==> src/rtl/cp_mode_pkg.sv <==
// constants for the charge-pump mode and timing control block
package cp_mode_pkg;

   // register offsets
   localparam logic [7:0] ADDR_CONVERTER_MODE_CONTROL      = 8'h0f;
   localparam logic [7:0] ADDR_PHASE_AND_TRANSITION_CONTROL = 8'h10;
   localparam logic [7:0] ADDR_PRECHARGE_TIMING_CONTROL    = 8'h11;

   // reset values
   localparam logic [7:0] RST_CONVERTER_MODE_CONTROL       = 8'h24;
   localparam logic [7:0] RST_PHASE_AND_TRANSITION_CONTROL  = 8'h24;
   localparam logic [7:0] RST_PRECHARGE_TIMING_CONTROL     = 8'ha9;

   // field positions, converter_mode_control
   localparam int RECOVERY_DEGLITCH_BIT = 7;
   localparam int SPREAD_SPECTRUM_BIT   = 6;
   localparam int FREQ_LSB              = 3;
   localparam int CONVERTER_ENABLE_BIT  = 2;
   localparam int REVERSE_BIT           = 1;
   localparam int TOPOLOGY_BIT          = 0;
   // phase_and_transition_control
   localparam int PHASE_A_LSB           = 6;
   localparam int PHASE_B_LSB           = 4;
   localparam int AUTO_TRANS_EN_BIT     = 3;
   localparam int AUTO_TRANS_THR_LSB    = 0;
   // precharge_timing_control
   localparam int DIAG_TIME_LSB         = 6;
   localparam int SOFT_CURRENT_LSB      = 4;
   localparam int ERR_ON_TIME_LSB       = 2;
   localparam int ERR_OFF_TIME_BIT      = 1;
   localparam int POST_TIMEOUT_BIT      = 0;

   localparam logic [1:0] INPUT_SWITCH_OFF = 2'h0;
   localparam logic [1:0] SOFT_CURRENT_RESERVED = 2'h0;

   // times
   localparam int CLK_MHZ          = 100;
   localparam int DEGLITCH_SHORT_MS = 21;
   localparam int DEGLITCH_LONG_MS  = 100;
   localparam int ERR_OFF_SHORT_MS  = 40;
   localparam int ERR_OFF_LONG_MS   = 80;
   localparam int HALF_MS_US        = 500;
   localparam int HALF_MS_CYCLES    = HALF_MS_US * CLK_MHZ;
   localparam int TICK_W            = 17;
   localparam int MS_W              = 7;
   localparam logic [TICK_W-1:0] HALF_MS_LAST = TICK_W'(HALF_MS_CYCLES - 1);

   typedef enum logic [1:0] {
      MODE_FWD_BYPASS = 2'h0,
      MODE_FWD_HALVING = 2'h1,
      MODE_REV_HALVING = 2'h3,
      MODE_REV_BYPASS  = 2'h2
   } conv_mode_e;

   typedef enum logic [1:0] {
      ST_IDLE    = 2'h0,
      ST_PRECHG  = 2'h1,
      ST_RUN     = 2'h3,
      ST_ERR_OFF = 2'h2
   } conv_state_e;
endpackage

==> src/rtl/ms_timer.sv <==
// half-millisecond tick generator and loadable half-ms countdown
`timescale 1ns/1ps
`default_nettype none
module ms_timer
   import cp_mode_pkg::*;
(
   // clock and reset
   input  wire logic              clk_in,
   input  wire logic              srst_in,
   // control
   input  wire logic              load_in,
   input  wire logic [8:0]        halves_in,
   // status
   output logic                   done_out,
   output logic                   busy_out
);
   typedef struct packed {
      logic [TICK_W-1:0] tick;
      logic [8:0]        left;
      logic              busy;
      logic              done;
   } tmr_s;

   tmr_s r;
   tmr_s next_r;

   always_comb begin
      next_r = r;
      next_r.done = 1'b0;
      if (load_in) begin
         next_r.tick = '0;
         next_r.left = halves_in;
         next_r.busy = 1'b1;
      end else if (r.busy) begin
         if (r.tick == HALF_MS_LAST) begin
            next_r.tick = '0;
            if (r.left <= 9'h001) begin
               next_r.busy = 1'b0;
               next_r.done = 1'b1;
               next_r.left = '0;
            end else begin
               next_r.left = r.left - 9'h001;
            end
         end else begin
            next_r.tick = r.tick + TICK_W'(1);
         end
      end
   end

   always_ff @(posedge clk_in) begin
      if (srst_in) begin
         r <= '0;
      end else begin
         r <= next_r;
      end
   end

   assign done_out = r.done;
   assign busy_out = r.busy;
endmodule
`default_nettype wire

==> src/rtl/cp_mode_ctrl.sv <==
// converter mode, phase and pre-charge timing control registers with sequencing
//
// Contract
// (RQ1) bypass overvoltage recovery deglitch: 21 ms if bit 0, 100 ms if 1.
// (RQ2) spread-spectrum bit 1 dithers switching frequency; 0 keeps it fixed.
// (RQ3) frequency field picks 300..1500 kHz code table; resets to 500 kHz.
// (RQ4) converter enable resets to 1; 0 means standby, 1 means enabled.
// (RQ5) watchdog timeout keeps enable only in bypass with post-timeout bit 1.
// (RQ6) reverse bit selects reverse halving or reverse bypass per topology bit.
// (RQ7) topology bit: 0 bypass, 1 divide-by-two.
// (RQ8) phase A angle field: 0, 90, 180, 270 degrees; reset 00.
// (RQ9) phase B angle field same encoding; reset 10 (180 degrees).
// (RQ10) host programs phase angles only before enabling, never while running.
// (RQ11) host sets phase A 00 single or master, 01 parallel slave.
// (RQ12) host sets phase B 10 single or master, 11 parallel slave.
// (RQ13) auto-transition enable bit switches bypass and halving automatically; code follows the threshold only while not running.
// (RQ14) threshold field 9 V to 11.5 V in half-volt steps, 110/111 give 12 V.
// (RQ15) diagnosis time 0.5/1/2/4 ms; alone sets reverse halving pre-charge.
// (RQ16) forward halving pre-charge equals diagnosis time plus error on-time.
// (RQ17) error on-time 0.5/1/2/4 ms; alone sets bypass pre-charge time.
// (RQ18) soft-start current 330/500/660 mA; code 00 reserved.
// (RQ19) bypass output short error waits 40 ms or 80 ms before turning off; code turns off at once, then stays off 40 or 80 ms.
// (RQ20) post-timeout bit 0: timeout gives standby and input switch off.
// (RQ21) post-timeout bit 1 in bypass: timeout leaves converter running.
// (RQ22) input switch control 00 turns the input blocking transistor off.
// (RQ23) register reset restores all defaults; watchdog touches only enable.
`timescale 1ns/1ps
`default_nettype none
module cp_mode_ctrl
   import cp_mode_pkg::*;
(
   // clock and resets
   input  wire logic              clk_in,
   input  wire logic              srst_in,
   input  wire logic              reg_reset_in,
   input  wire logic              watchdog_timeout_in,
   // register port
   input  wire logic              reg_wr_in,
   input  wire logic              reg_rd_in,
   input  wire logic [7:0]        reg_addr_in,
   input  wire logic [7:0]        reg_wdata_in,
   output logic      [7:0]        reg_rdata_out,
   output logic                   reg_hit_out,
   // analog status
   input  wire logic              overvoltage_fault_in,
   input  wire logic              output_short_in,
   input  wire logic              above_threshold_in,
   input  wire logic [1:0]        input_switch_control_in,
   // converter controls
   output logic                   converter_on_out,
   output logic                   precharge_out,
   output logic [1:0]             conv_mode_out,
   output logic [2:0]             switching_frequency_sel_out,
   output logic                   spread_spectrum_out,
   output logic [1:0]             phase_a_angle_out,
   output logic [1:0]             phase_b_angle_out,
   output logic [2:0]             auto_transition_threshold_out,
   output logic [1:0]             soft_start_current_sel_out,
   output logic                   soft_start_current_bad_out,
   output logic                   input_switch_clear_out,
   output logic                   input_switch_off_out,
   output logic                   recovery_pending_out
);
   typedef struct packed {
      logic [7:0]  mode_ctl;
      logic [7:0]  phase_ctl;
      logic [7:0]  timing_ctl;
      logic        auto_halving;
      conv_state_e state;
      logic        ovp_wait;
      logic [7:0]  rdata;
      logic        hit;
      logic        on;
      logic        prechg;
      logic [1:0]  mode;
      logic [2:0]  freq;
      logic        ss;
      logic [1:0]  pha;
      logic [1:0]  phb;
      logic [2:0]  thr;
      logic [1:0]  cur;
      logic        cur_bad;
      logic        sw_clear;
      logic        sw_off;
   } ctl_s;

   ctl_s        r;
   ctl_s        next_r;
   logic        tmr_load;
   logic [8:0]  tmr_halves;
   logic        tmr_done;
   logic        tmr_busy;

   // 2 bit code to half-ms units: 1, 2, 4, 8
   function automatic logic [8:0] code_halves(input logic [1:0] code);
      code_halves = 9'h001 << code;
   endfunction

   // millisecond figure to half-ms units
   function automatic logic [8:0] ms_halves(input int ms);
      ms_halves = 9'(ms * 2);
   endfunction

   ms_timer u_timer (
      .clk_in    (clk_in),
      .srst_in   (srst_in),
      .load_in   (tmr_load),
      .halves_in (tmr_halves),
      .done_out  (tmr_done),
      .busy_out  (tmr_busy)
   );

   logic       topo;
   logic       rev;
   logic       bypass;
   logic       enable;
   logic [1:0] diag;
   logic [1:0] on_t;
   logic [8:0] prechg_halves;

   always_comb begin
      topo   = r.mode_ctl[TOPOLOGY_BIT] | (r.phase_ctl[AUTO_TRANS_EN_BIT] & r.auto_halving); // [RQ7] [RQ13]
      rev    = r.mode_ctl[REVERSE_BIT];
      bypass = ~topo;
      enable = r.mode_ctl[CONVERTER_ENABLE_BIT];
      diag   = r.timing_ctl[DIAG_TIME_LSB +: 2];
      on_t   = r.timing_ctl[ERR_ON_TIME_LSB +: 2];
      if (!topo) begin
         prechg_halves = code_halves(on_t); // [RQ17]
      end else if (rev) begin
         prechg_halves = code_halves(diag); // [RQ15]
      end else begin
         prechg_halves = code_halves(diag) + code_halves(on_t); // [RQ16]
      end
   end

   always_comb begin
      next_r = r;
      tmr_load = 1'b0;
      tmr_halves = '0;
      next_r.sw_clear = 1'b0;
      next_r.hit = 1'b0;

      // register access; register reset restores every default
      if (reg_reset_in) begin
         next_r.mode_ctl   = RST_CONVERTER_MODE_CONTROL; // [RQ23]
         next_r.phase_ctl  = RST_PHASE_AND_TRANSITION_CONTROL;
         next_r.timing_ctl = RST_PRECHARGE_TIMING_CONTROL;
      end else if (reg_wr_in) begin
         if (reg_addr_in == ADDR_CONVERTER_MODE_CONTROL) begin
            next_r.mode_ctl = reg_wdata_in;
         end else if (reg_addr_in == ADDR_PHASE_AND_TRANSITION_CONTROL) begin
            // phase register written in any state; angle outputs take it only while idle; host keeps this order anyway [RQ10]
            next_r.phase_ctl = reg_wdata_in;
         end else if (reg_addr_in == ADDR_PRECHARGE_TIMING_CONTROL) begin
            next_r.timing_ctl = reg_wdata_in;
         end
      end

      // watchdog timeout overrides a write in the same cycle
      if (watchdog_timeout_in && !reg_reset_in) begin
         if (!(bypass && r.timing_ctl[POST_TIMEOUT_BIT])) begin
            next_r.mode_ctl[CONVERTER_ENABLE_BIT] = 1'b0; // [RQ5] [RQ20]
         end // else enable and mode held [RQ21]
         if (!r.timing_ctl[POST_TIMEOUT_BIT]) begin
            next_r.sw_clear = 1'b1; // [RQ20]
         end
      end

      if (reg_rd_in) begin
         next_r.hit = 1'b1;
         if (reg_addr_in == ADDR_CONVERTER_MODE_CONTROL) begin
            next_r.rdata = r.mode_ctl;
         end else if (reg_addr_in == ADDR_PHASE_AND_TRANSITION_CONTROL) begin
            next_r.rdata = r.phase_ctl;
         end else if (reg_addr_in == ADDR_PRECHARGE_TIMING_CONTROL) begin
            next_r.rdata = r.timing_ctl;
         end else begin
            next_r.rdata = '0;
            next_r.hit = 1'b0;
         end
      end

      // automatic transition: above threshold favours halving
      if (r.phase_ctl[AUTO_TRANS_EN_BIT] && r.state != ST_RUN) begin
         next_r.auto_halving = above_threshold_in; // [RQ13]
      end else if (!r.phase_ctl[AUTO_TRANS_EN_BIT]) begin
         next_r.auto_halving = 1'b0;
      end

      // sequencer
      case (r.state)
         ST_IDLE: begin
            if (enable && !r.ovp_wait) begin
               tmr_load = 1'b1;
               tmr_halves = prechg_halves;
               next_r.state = ST_PRECHG;
            end
         end
         ST_PRECHG: begin
            if (!enable) begin
               next_r.state = ST_IDLE; // [RQ4]
            end else if (tmr_done) begin
               next_r.state = ST_RUN;
            end
         end
         ST_RUN: begin
            if (!enable) begin
               next_r.state = ST_IDLE; // [RQ4]
            end else if (bypass && output_short_in) begin
               tmr_load = 1'b1;
               tmr_halves = r.timing_ctl[ERR_OFF_TIME_BIT] ? ms_halves(ERR_OFF_LONG_MS)
                                                            : ms_halves(ERR_OFF_SHORT_MS); // [RQ19]
               next_r.state = ST_ERR_OFF;
            end else if (bypass && overvoltage_fault_in) begin
               // fault drops to idle and waits out the deglitch before restart
               tmr_load = 1'b1;
               tmr_halves = r.mode_ctl[RECOVERY_DEGLITCH_BIT] ? ms_halves(DEGLITCH_LONG_MS)
                                                               : ms_halves(DEGLITCH_SHORT_MS); // [RQ1]
               next_r.ovp_wait = 1'b1;
               next_r.state = ST_IDLE;
            end
         end
         ST_ERR_OFF: begin
            if (!enable || tmr_done) begin
               next_r.state = ST_IDLE; // [RQ19]
            end
         end
         default: next_r.state = ST_IDLE;
      endcase

      // deglitch restarts whenever the fault is seen again
      if (r.ovp_wait) begin
         if (overvoltage_fault_in) begin
            tmr_load = 1'b1;
            tmr_halves = r.mode_ctl[RECOVERY_DEGLITCH_BIT] ? ms_halves(DEGLITCH_LONG_MS)
                                                            : ms_halves(DEGLITCH_SHORT_MS); // [RQ1]
         end else if (tmr_done || !tmr_busy) begin
            next_r.ovp_wait = 1'b0;
         end
      end

      // registered outputs
      next_r.on      = (next_r.state == ST_RUN);
      next_r.prechg  = (next_r.state == ST_PRECHG);
      next_r.mode    = {rev, topo}; // [RQ6]
      next_r.freq    = r.mode_ctl[FREQ_LSB +: 3]; // [RQ3]
      next_r.ss      = r.mode_ctl[SPREAD_SPECTRUM_BIT]; // [RQ2]
      if (r.state == ST_IDLE) begin
         // angles only change while stopped, avoids phase glitches
         next_r.pha = r.phase_ctl[PHASE_A_LSB +: 2]; // [RQ8]
         next_r.phb = r.phase_ctl[PHASE_B_LSB +: 2]; // [RQ9]
      end
      next_r.thr     = r.phase_ctl[AUTO_TRANS_THR_LSB +: 3]; // [RQ14]
      next_r.cur     = r.timing_ctl[SOFT_CURRENT_LSB +: 2]; // [RQ18]
      next_r.cur_bad = (r.timing_ctl[SOFT_CURRENT_LSB +: 2] == SOFT_CURRENT_RESERVED); // [RQ18]
      next_r.sw_off  = (input_switch_control_in == INPUT_SWITCH_OFF); // [RQ22]
   end

   always_ff @(posedge clk_in) begin
      if (srst_in) begin
         r <= '0;
         r.mode_ctl   <= RST_CONVERTER_MODE_CONTROL; // [RQ23]
         r.phase_ctl  <= RST_PHASE_AND_TRANSITION_CONTROL;
         r.timing_ctl <= RST_PRECHARGE_TIMING_CONTROL;
         r.state      <= ST_IDLE;
         r.freq       <= RST_CONVERTER_MODE_CONTROL[FREQ_LSB +: 3];
         r.phb        <= RST_PHASE_AND_TRANSITION_CONTROL[PHASE_B_LSB +: 2];
         r.thr        <= RST_PHASE_AND_TRANSITION_CONTROL[AUTO_TRANS_THR_LSB +: 3];
         r.cur        <= RST_PRECHARGE_TIMING_CONTROL[SOFT_CURRENT_LSB +: 2];
      end else begin
         r <= next_r;
      end
   end

   assign reg_rdata_out                 = r.rdata;
   assign reg_hit_out                   = r.hit;
   assign converter_on_out              = r.on;
   assign precharge_out                 = r.prechg;
   assign conv_mode_out                 = r.mode;
   assign switching_frequency_sel_out   = r.freq;
   assign spread_spectrum_out           = r.ss;
   assign phase_a_angle_out             = r.pha;
   assign phase_b_angle_out             = r.phb;
   assign auto_transition_threshold_out = r.thr;
   assign soft_start_current_sel_out    = r.cur;
   assign soft_start_current_bad_out    = r.cur_bad;
   assign input_switch_clear_out        = r.sw_clear;
   assign input_switch_off_out          = r.sw_off;
   assign recovery_pending_out          = r.ovp_wait;
endmodule
`default_nettype wire

==> config.mk <==
export PLATFORM = sky130hd
export DESIGN_NAME = cp_mode_ctrl
export DESIGN_NICKNAME = d
export VERILOG_FILES = /design/src/rtl/cp_mode_pkg.sv /design/src/rtl/ms_timer.sv /design/src/rtl/cp_mode_ctrl.sv
export SDC_FILE = /design/constraint.sdc
export NUM_CORES = 1
export LEC_CHECK = 0
export BUFFER_PORTS_ARGS = -buffer_cell sky130_fd_sc_hd__buf_2
export CAP_MARGIN = 10
export CORE_AREA = 2 2 110 112
export DETAILED_ROUTE_END_ITERATION = 16
export DIE_AREA = 0 0 112 114
export PLACE_DENSITY = 0.54
export SLEW_MARGIN = 20
export SYNTH_ARGS = -nofsm -noshare
export SYNTH_HDL_FRONTEND = slang
export SYNTH_SLANG_ARGS = --single-unit
==> constraint.sdc <==
create_clock -name clk_in -period 2.25 [get_ports clk_in]
set_input_delay 0.675 -clock clk_in [delete_from_list [all_inputs] [get_ports clk_in]]
set_output_delay 0.675 -clock clk_in [all_outputs]
set_load 0.01 [all_outputs]
# Yosys cells after proc, flatten, opt, wreduce, memory -nomap -nowiden
# Cells that the tools add are included.
dict set report totals {
  reg_bits 85
  in_bits 27
  wordCells 133
}
dict set report op_classes {
  addsub 3
  magnitude_cmp 1
  eq_ne 11
  shift 2
  muxes 56
  n_bitwise 9
  n_reduce_logical 26
}
# operator n
set op_table {}
lappend op_table {{$mux 8} 9}
lappend op_table {{$mux 9} 8}
lappend op_table {{$mux 19} 2}
lappend op_table {{$mux 11} 2}
lappend op_table {{$mux 1} 20}
lappend op_table {{$pmux 9 s2} 1}
lappend op_table {{$shl 1x2->9 const A} 2}
lappend op_table {{$add 17x1->17 const B} 1}
lappend op_table {{$eq 17x16->1 const B} 1}
lappend op_table {{$mux 17} 1}
lappend op_table {{$eq 8x5->1 const B} 2}
lappend op_table {{$mux 16} 1}
lappend op_table {{$mux 2} 7}
lappend op_table {{$mux 10} 1}
lappend op_table {{$add 9x9->9} 1}
lappend op_table {{$le 9x1->1 const B} 1}
lappend op_table {{$sub 9x1->9 const B} 1}
lappend op_table {{$eq 8x4->1 const B} 1}
lappend op_table {{$pmux 2 s4} 1}
lappend op_table {{$reduce_or 2->1} 4}
lappend op_table {{$not 1->1} 7}
lappend op_table {{$eq 2x2->1 const B} 3}
lappend op_table {{$logic_and 1x1->1} 6}
lappend op_table {{$logic_not 2->1} 3}
lappend op_table {{other kinds (14)} 22}

# Longest topological paths before layout
# Gate-level depths: netlist of the first run.
dict set report depth {
  ltp_word 12
  depth_mapped 9
  depth_no_buf 8
}

# Modules after synthesis
# Synthesis of the first run repeated with hierarchy kept, for this count alone.
dict set report unflattened {
  hier_cells 516
  hier_area_um2 4296.6
}
# module n_inst cells_per_inst area_each_um2 seq_area_each_um2
set by_module_without_submodules {}
lappend by_module_without_submodules {cp_mode_ctrl 1 341 2852.7 1141.1}
lappend by_module_without_submodules {ms_timer 1 175 1443.9 560.5}

# Worst setup path after synthesis of the first run
# OpenSTA, ideal clock, no wires.
dict set report synth_timing {
  path_type {input to register}
  start {in reg_addr_in[7]}
  end {reg r, in the netlist next_r[7]}
  setup_ns 0.132
  t_arrival_ns 2.104
  path_slack_ns 0.014
  stages 7
  path_buffers 2
  path_cell_list {or3_1 -> clkbuf_1 -> nor3_2 -> nand3b_1 -> buf_2 -> mux2i_1 -> nand2_1}
}
dict set report synth_via {
  elab_chain_len 3
}
# item line
set synth_lines {}
lappend synth_lines {{start, declared} cp_mode_ctrl.sv:40} ;# input wire logic [7:0] reg_addr_in,
lappend synth_lines {{$eq 8x4->1} cp_mode_ctrl.sv:150} ;# if (reg_addr_in == ADDR_CONVERTER_MODE_CONTROL) begin
lappend synth_lines {{$not 1->1 (no line)} n/a}
lappend synth_lines {{$reduce_and 3->1 (no line) (*)} n/a}
lappend synth_lines {{end signal, assigned} cp_mode_ctrl.sv:272} ;# r <= next_r;
lappend synth_lines {{end, declared} cp_mode_ctrl.sv:87} ;# ctl_s r;
# Mark *: on every way between the ends. The rest lies on a longest branch, timed or not.
# A chain may end at the register's enable or synchronous reset.

# Worst setup path in the final report of the first run
dict set report layout_timing {
  start {reg u_timer.r[22] (netlist bit)}
  end {reg u_timer.r[2] (netlist bit)}
}
dict set report layout_via {
  elab_chain_len 3
}
# item line
set layout_lines {}
lappend layout_lines {{start, declared} ms_timer.sv:24} ;# tmr_s r;
lappend layout_lines {{start signal, assigned} ms_timer.sv:54} ;# r <= next_r;
lappend layout_lines {{$eq 17x16->1} ms_timer.sv:35} ;# if (r.tick == HALF_MS_LAST) begin
lappend layout_lines {{$reduce_bool 2->1 (no line)} n/a}
lappend layout_lines {{$reduce_and 2->1 (no line)} n/a}
# Every way passes these cells.

==> qor.yml, run 1 <==
status:
  outcome: "finished, final reports clean"
placed_design:
  portBuffers: 56
  place.gp.congestion: 0.804
  place.detailed.hpwl_um: 7410
drt:
  first_pass_iters: 4
  first_iter_violations: 213
  wl_um: 10000
  viasPerCell: 5.11
  dr_total_vias: 3417
  drc: 0
  ant_nets: 0
  routedWlPerCell_um: 15.0
setup_path:
  cp.required_ps: 2480
  cpPeakStageDelay_ps: 550
  criticalPathCategory: "flip-flop to flip-flop"
  reg2reg_slack_ps: 150
  crit_chain: "or4_4, nor4_4, nand2_2, mux2_2, a32o_1"
  cp_slowest_cell: "or4_4"
  cp.arrival_ps: 2330
  cp_max_fo: 8
  endpoint_kind: "flip-flop"
  startpoint_type: "flip-flop"
floorplan:
  fp.dieH_um: 114
  core_sq_um: 11700
  start_util: 0.358
  die_area_sq_um: 12800
  rows: 40
  ioPinCount: 57
  dieWidth_um: 112
sta:
  skew_ps: 12.8
  tightest_slew_ps: 514
  relSlewSlack: 0.655
  drv_slew: 0
  rsz0062_at_grt: "false"
  max_freq_mhz: 477
  min_period_ps: 2100
  finalHoldWorstSlack_ps: 484
  setup_tns_ps: 0
  hold_viol: 0
  finalCritPeriodShare: 0.933
  setup_viol: 0
layout:
  final_cell_mix: "85 x dfxtp_1, 59 x nor2_1, 56 x buf_2, 35 x nand2_1, 24 x mux2i_1"
  diodes: 0
  nets: 556
  area_growth_pct: 17.0
  layout-drive-gt1-share: 0.209
  final_common_cell: "dfxtp_1"
synth:
  syn_area_sq_um: 4200
  synth_seq_cells: 85
  yosys_warnings: 0
  synthesis.nets: 511
  synthCells: 472
  yosys_most_used_dff: "dfxtp_1"
  yosysSeqAreaShare: 0.405
  synth-edff-count: 0
  yosysTopAreaCell: "dfxtp_1"
  synth_cell_type_count: 63
  avgSynthCellArea_sq_um: 8.89
  synth.area.top_cells: "dfxtp_1 41%, mux2i_1 5.7%, nor2_1 5.3%, buf_4 4.5%, ha_1 3.3%"
  synth_top_area_frac: 0.405
  ys_async_sr_fraction: 0
grt:
  met2_usage: 0.246
  grt_pass1_wl_um: 16400
  antenna_found_initial: 0
  grt_overflow: 0
  grt_util_met3: 0.0372
  grtUsageTotal: 0.161
  grt_use_met1: 0.228
  grt_pass1_vias: 3111
  grt_max_degree: 27
  grt.busiest_layer: "met2"
clocking:
  cts.repair.resized: 0
  cts.sinks: 85
  clk_root_buffer_cell: "clkbuf_16"
  clockBufferDepth: 2
  insertion_delay_ps: 340
  cts-hold-fix-buffers: 0
  cts_setup_buffers: 0
  numCtsBuffers: 9
  htree_levels: 3
  cts_tree: "built"
  clkTransAtPathRegs_ps: 60
power:
  power_density_nw_per_um2: 771
  max-vdd-ir-drop_v: 0.000375
  leakage_nw: 1.97
worst_hold_path:
  hold_path_class: "flip-flop to flip-flop"
flow_run:
  maxCapViolCount: 0
-- worst max-delay path, delay by kind of cell, from the launching register on --
family / cells / cell delay, ps
AND/OR/NAND/NOR: 3 / 1160
AO/OA/AOI/OAI: 1 / 200
flip-flops: 1 / 330
multiplexers: 1 / 310
-- synthesized netlist by cell type (all sizes together) (2+ instances only) --
library cell,count
nor2,59
mux2i,24
nor3b,4
a222oi,2
or2,4
and3,9
ha,11
a21oi,17
nand3,16
a211oi,6
o21a,5
a21o,2
o221ai,2
or3,4
a32oi,2
a311oi,6
and3b,2
nand2b,2
inv,12
o21ai,14
buf,29
xnor2,10
nand4,7
xor2,8
o22ai,4
nand2,36
nand3b,4
nor3,12
and2,4
clkbuf,15
a41oi,3
mux2,2
and4,2
a21boi,2
dfxtp,85
a22oi,7
o211ai,4
nor2b,15
-- final cells by class --
cell class,instances,area [sq um]
fill,1207,6800
multi-input combinational,331,2190
sequential,85,1700
timing repair buffer,78,483
clock buffer,10,239
tap,147,184
clock inverter,6,70.1
inverter,12,45.0
-- per-layer routing --
metal,up-vias,share of wire
met1,1594,0.48
met3,8,0.045
met2,72,0.46
met5,-,0
li1,1743,-
met4,0,0.010
-- cells by family after synthesis --
kind of cell,count (synthesis),share of synthesized area
AND/OR/NAND/NOR,189,0.240
XOR/XNOR,18,0.0376
adder cells (fa/ha/maj),12,0.0376
flip-flops,85,0.405
AO/OA/AOI/OAI,86,0.143
multiplexers,26,0.0626
buffers and inverters,56,0.0733
-- registers in the layout, indices dropped and copies added (netlist names), 2 cells and up --
register	cells
u_timer.r	26
diag	2
switching_frequency_sel_out	3
phase_b_angle_out	2
on_t	2
next_r	10
reg_rdata_out	8
conv_mode_out	2
auto_transition_threshold_out	3
phase_a_angle_out	2
soft_start_current_sel_out	2
r	12
-- final timing paths --
| check | from | to | cells past startpoint |
|---|---|---|---|
| setup / recovery | u_timer.r[22] | u_timer.r[2] | 5 |
| setup reg to reg | u_timer.r[22] | u_timer.r[2] | 5 |
| hold / removal | reg_rdata_out[4] | reg_rdata_out[4] | 2 |
| hold reg to reg | reg_rdata_out[4] | reg_rdata_out[4] | 2 |
-- per-stage QoR --
step            util  setup slack, ps  power (mW)  cell area [sq um]  std cells
6_report       0.419              152        3.78               4910        669
3_5_place_dp   0.393             11.3        2.28               4600        653
2_1_floorplan      -             14.5        2.06               4200        472
5_1_grt        0.419             49.7        3.95               4910        669
3_3_place_gp   0.393             32.9        2.28               4600        653
4_1_cts        0.419              132        3.82               4910        669
-- power breakdown --
group	switching (mW)	internal [mW]
clock	0.629	0.898
sequential	0.0505	1.55
combinational	0.374	0.279
total	1.05	2.73
Power figures use the tool's default switching activity.
==> run 2: changes to the inputs <==
--- a/config.mk
+++ b/config.mk
@@ -10,7 +10,7 @@
 export CORE_AREA = 2 2 110 112
 export DETAILED_ROUTE_END_ITERATION = 16
 export DIE_AREA = 0 0 112 114
-export PLACE_DENSITY = 0.54
+export PLACE_DENSITY = 0.52
 export SLEW_MARGIN = 20
 export SYNTH_ARGS = -nofsm -noshare
 export SYNTH_HDL_FRONTEND = slang
==> constraint.sdc (replaced) <==
create_clock -name clk_in -period 2.5 [get_ports clk_in]
set_input_delay 0.75 -clock clk_in [delete_from_list [all_inputs] [get_ports clk_in]]
set_output_delay 0.75 -clock clk_in [all_outputs]
set_load 0.01 [all_outputs]
==> run 2 against run 1 <==
Effect of this change: sequential share of layout area rose by 0.28 points; cell count fell by 1.0%; hold slack got worse by 22 ps; flip-flop and latch count did not move; clock skew fell by 6.7 ps; combinational power fell by 15%; highest routed layer unchanged; via count rose by 1.2%.
==> qor.yml, run 2 (synthesized netlist as in run 1, its figures left out) <==
grt:
  grtUsageTotal: 0.163
  antenna_found_initial: 0
  grt_overflow: 0
  grt_max_degree: 28
  grt_pass1_wl_um: 16400
  grt_pass1_vias: 3194
setup_path:
  cp.required_ps: 2740
  startpoint_type: "flip-flop"
  crit_chain: "or4_4, nor4_4, nand2_2, mux2_2, a32o_1"
  criticalPathCategory: "flip-flop to flip-flop"
  cp_max_fo: 8
  cpPeakStageDelay_ps: 550
  reg2reg_slack_ps: 380
  cp.arrival_ps: 2360
  endpoint_kind: "flip-flop"
  cp_slowest_cell: "or4_4"
drt:
  ant_nets: 0
  first_iter_violations: 195
  viasPerCell: 5.22
  drc: 0
  wl_um: 10200
  first_pass_iters: 5
  routedWlPerCell_um: 15.3
  dr_total_vias: 3457
clocking:
  clockBufferDepth: 2
  insertion_delay_ps: 340
  numCtsBuffers: 9
  cts_setup_buffers: 0
  clk_root_buffer_cell: "clkbuf_16"
  htree_levels: 3
  cts-hold-fix-buffers: 0
  cts.sinks: 85
  clkTransAtPathRegs_ps: 60
  cts.repair.resized: 0
  cts_tree: "built"
power:
  combPwrFrac: 0.162
  seq_power_share: 0.423
  p_clk_frac: 0.415
  power.internal_mw: 2.50
  max-vdd-ir-drop_v: 0.000451
  leakage_nw: 1.93
  power.share.switching: 0.270
  power_mw: 3.42
  p_sw_mw: 0.925
  power_density_nw_per_um2: 703
floorplan:
  rows: 40
  ioPinCount: 57
  die_area_sq_um: 12800
  start_util: 0.358
  dieWidth_um: 112
  fp.dieH_um: 114
  core_sq_um: 11700
placed_design:
  place.detailed.hpwl_um: 7590
  place.gp.congestion: 0.778
  portBuffers: 56
  placedCellCount: 647
sta:
  relSlewSlack: 0.599
  finalCritPeriodShare: 0.848
  tightest_slew_ps: 600
  setup_viol: 0
  setup_tns_ps: 0
  skew_ps: 6.02
  drv_slew: 0
  max_freq_mhz: 472
  min_period_ps: 2120
  hold_viol: 0
  rsz0062_at_grt: "false"
layout:
  largest-register: "u_timer.r"
  layout-drive-gt1-share: 0.198
  area_growth_pct: 16.0
  finalNonFillerCells: 662
  nets: 550
  utilization: 0.416
  final_cell_mix: "85 x dfxtp_1, 59 x nor2_1, 56 x buf_2, 35 x nand2_1, 24 x mux2i_1"
  diodes: 0
  final_common_cell: "dfxtp_1"
  largest_register_ffs: 26
status:
  outcome: "finished, final reports clean"
flow_run:
  maxCapViolCount: 0
worst_hold_path:
  hold_path_class: "flip-flop to flip-flop"
[run 2: cell count changes in the layout (fill, tap and decap cells not counted)]
| cell | change |
|---|---|
| clkinv_4 | -2 |
| clkinvlp_4 | +2 |
| bufinv_16 | +1 |
| clkbuf_8 | -1 |
| buf_4 | -6 |
| inv_6 | -1 |
[run 2: per-stage QoR]
stage,hold WS [ps],instance area [sq um],worst slack [ps]
after CTS,471,4870,380
after global placement,461,4560,150
final,462,4870,380
after detailed placement,461,4560,127
after global routing,502,4870,277
after floorplan,420,4200,189
[run 2: cell type report]
type | count | area [sq um]
fill | 1203 | 6840
multi-input combinational | 331 | 2190
sequential | 85 | 1700
timing repair buffer | 72 | 438
clock buffer | 9 | 225
tap | 147 | 184
clock inverter | 6 | 88.8
inverter | 12 | 45.0
[run 2: layer usage]
metal | share of wire | global-route usage
met1 | 0.47 | 0.214
met2 | 0.46 | 0.258
met3 | 0.043 | 0.0319
met4 | 0.021 | 0.0772
met5 | 0 | 0
[run 2: power groups by stage]
stage          logic, mW  clock network (mW)  registers (mW)
5_1_grt            0.618                1.52            1.45
3_3_place_gp       0.548                   0            1.47
2_1_floorplan      0.395                   0            1.46
3_5_place_dp       0.550                   0            1.47
6_report           0.555                1.42            1.45
4_1_cts            0.553                1.46            1.44
[run 2: worst paths after layout]
check / cells past startpoint / endpoint / from
hold / removal: 1 / soft_start_current_bad_out / next_r[3]
hold reg to reg: 1 / soft_start_current_bad_out / next_r[3]
setup reg to reg: 5 / u_timer.r[2] / u_timer.r[22]
setup / recovery: 5 / u_timer.r[2] / u_timer.r[22]
[run 2: worst max-delay path, delay by kind of cell, from the launching register on]
family | cells | cell delay (ps)
multiplexers | 1 | 310
AND/OR/NAND/NOR | 3 | 1160
flip-flops | 1 | 340
AO/OA/AOI/OAI | 1 | 200
